**config.mk**
```make
export PLATFORM = sky130hd
export DESIGN_NAME = dmdc_divider
export DESIGN_NICKNAME = d
export VERILOG_FILES = /design/src/design/dmdc_pkg.sv /design/src/design/dmdc_divider.sv
export VERILOG_INCLUDE_DIRS = /design/src /design/src/design
export SDC_FILE = /design/constraint.sdc
export NUM_CORES = 1
export LEC_CHECK = 0
export ABC_AREA = 1
export ABC_CLOCK_PERIOD_IN_PS = 2600
export BUFFER_PORTS_ARGS = -buffer_cell sky130_fd_sc_hd__buf_2
export CAP_MARGIN = 20
export CORE_MARGIN = 10
export CORE_UTILIZATION = 57
export DETAILED_ROUTE_END_ITERATION = 10
export PLACE_DENSITY = 0.85
export SYNTH_ARGS = -nofsm -noshare
export SYNTH_HDL_FRONTEND = slang
export SYNTH_SLANG_ARGS = --single-unit
```
**constraint.sdc**
```tcl
create_clock -name clk -period 2.6 [get_ports clk]
set_input_delay 0 -clock clk [delete_from_list [all_inputs] [get_ports clk]]
set_output_delay 0 -clock clk [all_outputs]
set_load 0.01 [all_outputs]
```
**src/design/dmdc_map.svh**
```systemverilog
// Constants for the dual modulus divider control block.
`ifndef DMDC_MAP_SVH
`define DMDC_MAP_SVH
`define DMDC_LOW_MODULUS     5'h14
`define DMDC_HIGH_MODULUS    5'h15
`define DMDC_CHANNELS        6'h17
`define DMDC_CHAN_CAPACITY   6'h28
`define DMDC_RX_OFFSET       13'h085C
`define DMDC_TERMINAL_STATE  9'h001
`define DMDC_RESET_COARSE    9'h10D
`define DMDC_RESET_FINE      5'h0D
`endif

```
**src/design/dmdc_pkg.sv**
```systemverilog
// Types shared by the dual modulus divider control block.
package dmdc_pkg;
  typedef logic [8:0] dmdc_coarse_t;
  typedef logic [4:0] dmdc_fine_t;
  typedef struct packed {
    dmdc_coarse_t coarse;
    dmdc_fine_t   fine;
  } dmdc_counts_t;
  typedef struct packed {
    logic       rx_mode;
    logic [5:0] channel;
  } dmdc_select_t;
endpackage

```
**src/design/dmdc_divider.sv**
```systemverilog
// Channel memory and dual modulus divide control for the synthesizer loop.
// Summary of operation
// - Total ratio is twenty coarse plus fine.
// - At fine plus one select divide-by-21.
// - Decode terminal state one toward load stage.
// - Next edge drops load, presets coarse count.
// - Same edge returns prescaler to divide-by-20.
// - Transmit mode gives coarse/fine per channel.
// - Receive mode gives separate coarse/fine pairs.
// - Twenty-three channels, room for forty.
`timescale 1ns/1ps
`include "dmdc_map.svh"
module dmdc_divider (
  // Clock and reset.
  input  wire logic                 clk,
  input  wire logic                 rst,
  // Prescaler output pulse, from the VCO domain pin.
  input  wire logic                 presc_pulse_pin,
  // Channel and mode selection from the keyboard interface.
  input  wire dmdc_pkg::dmdc_select_t sel,
  // Prescaler modulus control, high selects divide-by-21.
  output logic                      modulus_high,
  // Load strobe, active low.
  output logic                      load_n,
  // Current count pair, for observation.
  output dmdc_pkg::dmdc_counts_t    counts
);

  logic                   sync1_reg;   // First synchroniser stage.
  logic                   sync2_reg;   // Second synchroniser stage.
  logic                   sync3_reg;   // Edge history.
  logic                   step;        // One prescaler pulse seen.
  dmdc_pkg::dmdc_coarse_t count_reg;   // Down-counter.
  dmdc_pkg::dmdc_counts_t lut;         // Channel memory output.
  logic                   mod_decode;  // Fine plus one reached.
  logic                   term_decode; // Terminal state reached.
  logic [4:0]             wide_cnt_reg; // Divide-by-21 intervals seen in this cycle.
  logic                   clean_reg;    // Cycle began at a preset and the selection held.
  dmdc_pkg::dmdc_select_t sel_load_reg; // Selection in force at the last preset.

  // Channel memory. Ratio increments follow the channel plan; unused codes give channel one,
  // and codes 24..40 are left free for later channels.
  function automatic dmdc_pkg::dmdc_counts_t chan_lookup(input dmdc_pkg::dmdc_select_t s);
    logic [12:0]            ratio; // Total division ratio for the selection.
    dmdc_pkg::dmdc_counts_t split; // Coarse and fine parts of that ratio.
    ratio = 13'h0000;
    split = '0;
    unique case (s.channel)
      6'h01: ratio = 13'h1511;
      6'h02: ratio = 13'h1513;
      6'h03: ratio = 13'h1515;
      6'h04: ratio = 13'h1519;
      6'h05: ratio = 13'h151B;
      6'h06: ratio = 13'h151D;
      6'h07: ratio = 13'h151F;
      6'h08: ratio = 13'h1523;
      6'h09: ratio = 13'h1525;
      6'h0A: ratio = 13'h1527;
      6'h0B: ratio = 13'h1529;
      6'h0C: ratio = 13'h152D;
      6'h0D: ratio = 13'h152F;
      6'h0E: ratio = 13'h1531;
      6'h0F: ratio = 13'h1533;
      6'h10: ratio = 13'h1537;
      6'h11: ratio = 13'h1539;
      6'h12: ratio = 13'h153B;
      6'h13: ratio = 13'h153D;
      6'h14: ratio = 13'h1541;
      6'h15: ratio = 13'h1543;
      6'h16: ratio = 13'h1545;
      6'h17: ratio = 13'h154B;
      default: ratio = 13'h1511;
    endcase
    // Receive ratios sit a fixed 2140 below transmit, the IF offset over the step size.
    if (s.rx_mode) begin
      ratio = ratio - `DMDC_RX_OFFSET;
    end
    // Split into coarse and fine so that ratio = 20*coarse + fine. The fine part stays below
    // twenty, which keeps the divide-by-21 stretch inside a single division cycle.
    split.coarse = 9'(ratio / 13'(`DMDC_LOW_MODULUS));
    split.fine   = 5'(ratio % 13'(`DMDC_LOW_MODULUS));
    return split;
  endfunction

  assign lut         = chan_lookup(sel);
  assign mod_decode  = (count_reg == 9'(lut.fine) + 9'h001);
  assign term_decode = (count_reg == `DMDC_TERMINAL_STATE);
  assign step        = sync2_reg & ~sync3_reg;

  // Synchronise the prescaler pulse; stage one feeds no logic, stages two and three feed the edge detect.
  always_ff @(posedge clk or posedge rst) begin
    if (rst) begin
      sync1_reg <= 1'b0;
      sync2_reg <= 1'b0;
      sync3_reg <= 1'b0;
    end else begin
      sync1_reg <= presc_pulse_pin;
      sync2_reg <= sync1_reg;
      sync3_reg <= sync2_reg;
    end
  end

  // Load stage: a D stage fed by the terminal decode, clocked by prescaler pulses.
  always_ff @(posedge clk or posedge rst) begin
    if (rst) begin
      load_n <= 1'b1;
    end else if (step) begin
      load_n <= ~term_decode;
    end
  end

  // Down-counter, one step per prescaler pulse. The step that sees state one presets the coarse
  // count on the same edge that drops the load strobe. Presetting one step later would add a
  // state, so every cycle would run twenty oscillator periods too long.
  always_ff @(posedge clk or posedge rst) begin
    if (rst) begin
      count_reg <= `DMDC_RESET_COARSE;
    end else if (step) begin
      if (term_decode) begin
        count_reg <= lut.coarse;
      end else if (count_reg != 9'h000) begin
        count_reg <= count_reg - 9'h001;
      end
    end
  end

  // Modulus latch: set to 21 at fine plus one, back to 20 on the loading edge.
  always_ff @(posedge clk or posedge rst) begin
    if (rst) begin
      modulus_high <= 1'b0;
    end else if (step) begin
      if (term_decode) begin
        modulus_high <= 1'b0;
      end else if (mod_decode) begin
        modulus_high <= 1'b1;
      end
    end
  end

  // Registered copy of the current count pair.
  always_ff @(posedge clk or posedge rst) begin
    if (rst) begin
      counts <= {`DMDC_RESET_COARSE, `DMDC_RESET_FINE};
    end else begin
      counts <= lut;
    end
  end

  // Checker helper: counts the pulse intervals spent at divide-by-21 since the last preset. The
  // terminal step itself is left out, so the check adds the latch value that it sees there.
  always_ff @(posedge clk or posedge rst) begin
    if (rst) begin
      wide_cnt_reg <= 5'h00;
    end else if (step) begin
      if (term_decode) begin
        wide_cnt_reg <= 5'h00;
      end else if (modulus_high) begin
        wide_cnt_reg <= wide_cnt_reg + 5'h01;
      end
    end
  end

  // Checker helper: a cycle only counts as clean when it began at a preset and the selection
  // has not moved since; after reset or a channel change the first cycle is a mixture.
  always_ff @(posedge clk or posedge rst) begin
    if (rst) begin
      clean_reg    <= 1'b0;
      sel_load_reg <= '0;
    end else if (step && term_decode) begin
      clean_reg    <= 1'b1;
      sel_load_reg <= sel;
    end else if (sel != sel_load_reg) begin
      clean_reg <= 1'b0;
    end
  end
endmodule

```
==> results of run 1 <==
-- final timing paths --
path                                               start                       end  slack (ps)  depth (start not counted)
min in group asynchronous                            rst       counts[4]$_DFF_PP0_          80                          3
worst min register to register       sync1_reg$_DFF_PP0_       sync2_reg$_DFF_PP0_         380                          0
worst max-delay path                              sel[0]  modulus_high$_DFFE_PP0P_        -320                         33
max in group asynchronous                            rst  count_reg[0]$_DFFE_PP1P_        2060                          4
worst min-delay path                              sel[6]      counts[10]$_DFF_PP0_          -2                          2
worst max register to register  count_reg[1]$_DFFE_PP0P_  count_reg[3]$_DFFE_PP1P_         270                          9
-- cells in the final DEF, fill, tap and decap left out, types with 3 or more instances in the layout --
master         netlist  layout
nor2_1              22      22
nand2_1             63      50
ha_4                 0       4
inv_2                2       6
buf_4                1      52
dfrtp_1             16      16
a21oi_1             13      13
dlygate4sd3_1        0       4
o21ai_2              3       4
o21ai_0             12      10
nand3_1             22      16
nand2_2              6      14
clkbuf_4             0       3
nand2_4              5       9
nand3_2              6      12
inv_1               43      36
o21ai_1              3       3
dfstp_2             11      11
buf_2                1      21
-- worst max-delay path, delay by kind of cell --
family	cells	cell delay [ps]
AO/OA/AOI/OAI	5	600
adder cells (fa/ha/maj)	3	590
buffers and inverters	3	220
AND/OR/NAND/NOR	22	1780
-- cells by family (layout without fill, tap and decap cells) --
kind of cell | Yosys count | after routing | synth area share, %
adder cells (fa/ha/maj) | 7 | 7 | 4.587
other | 2 | 2 | 0.3933
AND/OR/NAND/NOR | 134 | 134 | 34.01
flip-flops | 27 | 27 | 36.11
buffers and inverters | 52 | 131 | 11.01
AO/OA/AOI/OAI | 40 | 40 | 12.12
XOR/XNOR | 3 | 3 | 1.770
-- where the power goes --
group,total [mW],switching (mW),internal [mW]
Sequential,0.617,0.0773,0.540
Clock,0.199,0.140,0.0592
Combinational,0.870,0.501,0.369
-- what timing repair did --
| item | 4_1_cts | 5_1_grt |
|---|---|---|
| hold buffers | 4 | 0 |
| pin swaps | 25 | 8 |
| endpoints found under the setup margin | 1 | 1 |
| hold endpoints to repair | 19 | 0 |
| gates resized for setup | 29 | 10 |
| buffers inserted | 7 | 1 |
-- layer usage --
layer  vias up  wire length, µm  track usage (%)
li1        997                -                -
met1       981             2151            19.01
met2        76             3050            34.91
met3        18              372            3.111
met4         0              169            9.124
met5         -                0                0
-- through the flow --
step | total power [mW] | util [%] | setup slack [ps] | TNS (ps) | instance area (µm²)
floorplan | 1.083 | - | -426.0 | -426.0 | 1987
global placement | 1.321 | 78.44 | -673.7 | -673.7 | 2454
detailed placement | 1.362 | 78.44 | -874.2 | -914.7 | 2454
CTS | 1.615 | 86.24 | -238.7 | -238.7 | 2698
global route | 1.788 | 88.52 | -485.4 | -485.4 | 2769
finish | 1.686 | 88.52 | -315.5 | -315.5 | 2769
-- cell type report --
| type | count | area, µm² | share of cell area [%] |
|---|---|---|---|
| Clock buffer | 3 | 22.52 | 0.8134 |
| Sequential cell | 27 | 689.4 | 24.90 |
| Multi-Input combinational cell | 186 | 1192 | 43.06 |
| Inverter | 47 | 198.9 | 7.185 |
| Clock inverter | 1 | 7.507 | 0.2711 |
| Tap cell | 44 | 55.05 | 1.988 |
| Timing Repair Buffer | 80 | 603.1 | 21.78 |
==> flow_summary.ini, run 1 <==
[run_status]
status = finished with violations
failed_checks = negative hold slack, negative setup slack

[worst_setup_path]
crit_arrival_ps = 3200
slowest_stage = ha_4
cp_max_fo = 5
cpMostUsedCell = nand2_2
critPathLaunchType = primary input
endpoint_kind = register
cp_slowest_stage_delay_ps = 260
required_ps = 2890
critPathKind = primary input to register

[timing]
fin_crit_sh_pct = 112.1
fin_crit_ps = 2915
rsz0062_at_grt = yes
fmax_mhz = 343.0
setup_viol = 1
worstMarginPinSlew_ps = 606.4
slew_headroom_pct = 59.42
fin_skew_ps = 3.484
finalHoldWorstSlack_ps = -1.781
hold_viol_final = 2
maxSlewViolCount = 0
setup_ws_ps = -315.5

[place]
dp.cells = 371
dp_hpwl_um = 3867
io_buffers = 24
gp_congestion = 0.8700

[power_and_ir_drop]
peakVddDrop_v = 0.0002955
power.density_nw_per_um2 = 609.0
p_leak_nw = 1.417

[yosys]
ys_seq_area_share_pct = 36.11
avgSynthCellArea_um2 = 7.205
synth_flop_cell = dfrtp_1
synthArstFlopShare_pct = 100.0
yosys-top-cells-area = dfrtp_1 21%, dfstp_2 15%, nand2_1 12%, inv_1 8.5%, nand3_1 5.8%
ys_warn_count = 0
syn_nets = 282
ys_types = 38
synthCells = 265
synth.most_common_cell = nand2_1
syn-cell-area_um2 = 1909
synth_edf_count = 0
synth_top_area_share_pct = 20.97
synth_common_cells = 63 x nand2_1, 43 x inv_1, 22 x nand3_1, 22 x nor2_1, 16 x dfrtp_1
synth-seq-cells = 27
yosys.area.top_type = dfrtp_1

[global_routing]
grt-ovfl-total = 0
grt_pass1_vias = 2190
grt_pass1_wl_um = 9432
grt_usage_pct = 18.46
grt_antenna_before_repair = 0
grt_max_degree = 28

[route]
antenna_left = 0
drtIter0Drc = 205
post_drt_wl_per_cell_um = 14.80
drt_pre_antenna_iters = 4
wirelength_um = 5744
via_count = 2072
drc = 0
viasPerCell = 5.340

[clocking]
cts.sinks = 27
cts_buffers = 3
clk_pin_slew_worst_paths_ps = 150
cts.htree.levels = 1
clock_latency_ps = 340
ctsRootBufferMaster = clkbuf_4
cts_tree = done
clk_path_buf_depth = 2

[run]
drv_cap = 0

[finish]
largest_reg_flops = 13
area_growth_pct = 45.02
fillers = 156
fin_cells = 388
n_antenna_cell = 0
drive_gt1_share_pct = 44.77
finish.net_count = 362

[floorplan]
rows = 20
die_w_um = 77.88
dieArea_um2 = 6065
core_um2 = 3128
start_util_pct = 61.04
fp.dieH_um = 77.88
boundaryPins = 26

[hold_path]
hp-class = primary input to register
No activity file was read; power rests on OpenSTA's default activity.
==> inputs of run 2 (changes only) <==
Settings changed: REMOVE_ABC_BUFFERS from default to 1.
==> flow_summary.ini, run 2 (same netlist as run 1, synthesis figures left out) <==
[global_routing]
top_usage_layer = met2
grt_pass1_vias = 2240
met1_usage_pct = 20.55
grt_pass1_wl_um = 9936
grt_max_degree = 28
grt_usage_pct = 19.57
grtUsageMet3_pct = 2.765
gr-usage-met2_pct = 36.07
grt-ovfl-total = 0
grt_antenna_before_repair = 0

[timing]
slew_headroom_pct = 58.35
hold_viol_final = 0
rsz0062_at_grt = yes
worstMarginPinSlew_ps = 622.4
fin_crit_ps = 3042
setup_viol = 1
final.setup.tns_ps = -441.6
maxSlewViolCount = 0
fin_crit_sh_pct = 117.0
fin_skew_ps = 9.360
fmax_mhz = 328.8
setup_ws_ps = -441.6

[clocking]
cts.sinks = 27
clk_path_buf_depth = 2
clock_latency_ps = 350
cts.htree.levels = 1
clk_pin_slew_worst_paths_ps = 160
cts_tree = done
cts_buffers = 3
ctsRootBufferMaster = clkbuf_4

[finish]
regArea_um2 = 689.4
drive_gt1_share_pct = 47.14
utilization_pct = 91.88
final_cell_mix = 54 x buf_4, 49 x nand2_1, 36 x inv_1
n_antenna_cell = 0
area_growth_pct = 50.52
finish.net_count = 368
multi_input_area_um2 = 1246
largest_reg_flops = 13
final_common_cell = buf_4
fillers = 129

[route]
wirelength_um = 7218
antenna_left = 0
post_drt_wl_per_cell_um = 18.32
drtIter0Drc = 271
drt_pre_antenna_iters = 5
viasPerCell = 5.886
via_count = 2319
drc = 0

[worst_setup_path]
cpMostUsedCell = nand2_1
endpoint_kind = register
critical-path-top-delay-family = simple AND/OR/NAND/NOR gates
regToRegSetupSlack_ps = 100
cp_slowest_stage_delay_ps = 280
crit_arrival_ps = 3340
critPathKind = primary input to register
critPathLaunchType = primary input
required_ps = 2900
regToRegEndpoint = count_reg[2]$_DFFE_PP1P_
cp_max_fo = 6
reg2reg_depth = 8
critPathBufInv = 4
r2r-start = count_reg[1]$_DFFE_PP0P_
slowest_stage = ha_4
path_depth = 27

[hold_path]
hold_depth = 2
hp-class = primary input to register
holdCritStartpoint = sel[6]
hold_path_end = counts[10]$_DFF_PP0_

[power_and_ir_drop]
power.density_nw_per_um2 = 637.1
p_leak_nw = 1.459
peakVddDrop_v = 0.0003808

[place]
io_buffers = 24
dp_hpwl_um = 3680
pre_cts_ws_ps = -876.3
gp_congestion = 0.9310

[run_status]
status = finished with violations
failed_checks = negative setup slack

[floorplan]
fp.dieH_um = 77.88
die_w_um = 77.88
core_um2 = 3128
dieArea_um2 = 6065
boundaryPins = 26
rows = 20
start_util_pct = 61.04

[run]
drv_cap = 0
## run 2: cell count changes in the layout (fill, tap and decap cells not counted), moves of 2 or more
cell | before | now
buf_4 | 52 | 54
buf_6 | 0 | 3
nand2_4 | 9 | 11
nor2_1 | 22 | 20
nor2_4 | 1 | 3
## run 2: stage by stage
stage | hold WS, ps | area (µm²) | instances | power [mW]
after CTS | 4.166 | 2690 | 390 | 1.643
after global routing | 7.593 | 2874 | 394 | 1.917
after detailed placement | 109.8 | 2361 | 369 | 1.331
after global placement | 108.4 | 2361 | 369 | 1.298
after floorplan | 31.43 | 1878 | 260 | 1.050
final | 9.297 | 2874 | 394 | 1.831
## run 2: per-layer routing
layer | up-vias | part of all wire (%)
li1 | 1012 | -
met1 | 1066 | 36
met2 | 189 | 49
met3 | 52 | 8.4
met4 | 0 | 6.7
met5 | - | 0
## run 2: repair_timing
item                                    4_1_cts  5_1_grt
pin swaps                                    31       28
endpoints found under the hold margin        19        0
endpoints found under the setup margin        1        2
resized for setup                            40       34
hold buffers                                  4        0
buffers inserted                             13        6
## run 2: area by class of cell
| type | count | area share [%] |
|---|---|---|
| clock buffer | 3 | 0.7836 |
| clock inverter | 1 | 0.2612 |
| inverter | 47 | 6.748 |
| multi-input combinational | 186 | 43.36 |
| sequential | 27 | 23.99 |
| tap | 44 | 1.916 |
| timing repair buffer | 86 | 22.94 |
## run 2: report_power, final
group / internal (mW) / switching [mW] / total (mW)
registers: 0.540 / 0.0736 / 0.614
clock network: 0.0592 / 0.149 / 0.208
logic: 0.424 / 0.586 / 1.01
total: 1.02 / 0.808 / 1.83
## run 2: worst max path at each step
stage          startpoint                       end  slack (ps)
2_1_floorplan      sel[0]  modulus_high$_DFFE_PP0P_        -630
3_3_place_gp       sel[0]  modulus_high$_DFFE_PP0P_        -730
3_5_place_dp       sel[0]  modulus_high$_DFFE_PP0P_        -880
4_1_cts            sel[1]  modulus_high$_DFFE_PP0P_        -300
5_1_grt            sel[3]  modulus_high$_DFFE_PP0P_        -640
6_report           sel[3]  modulus_high$_DFFE_PP0P_        -440
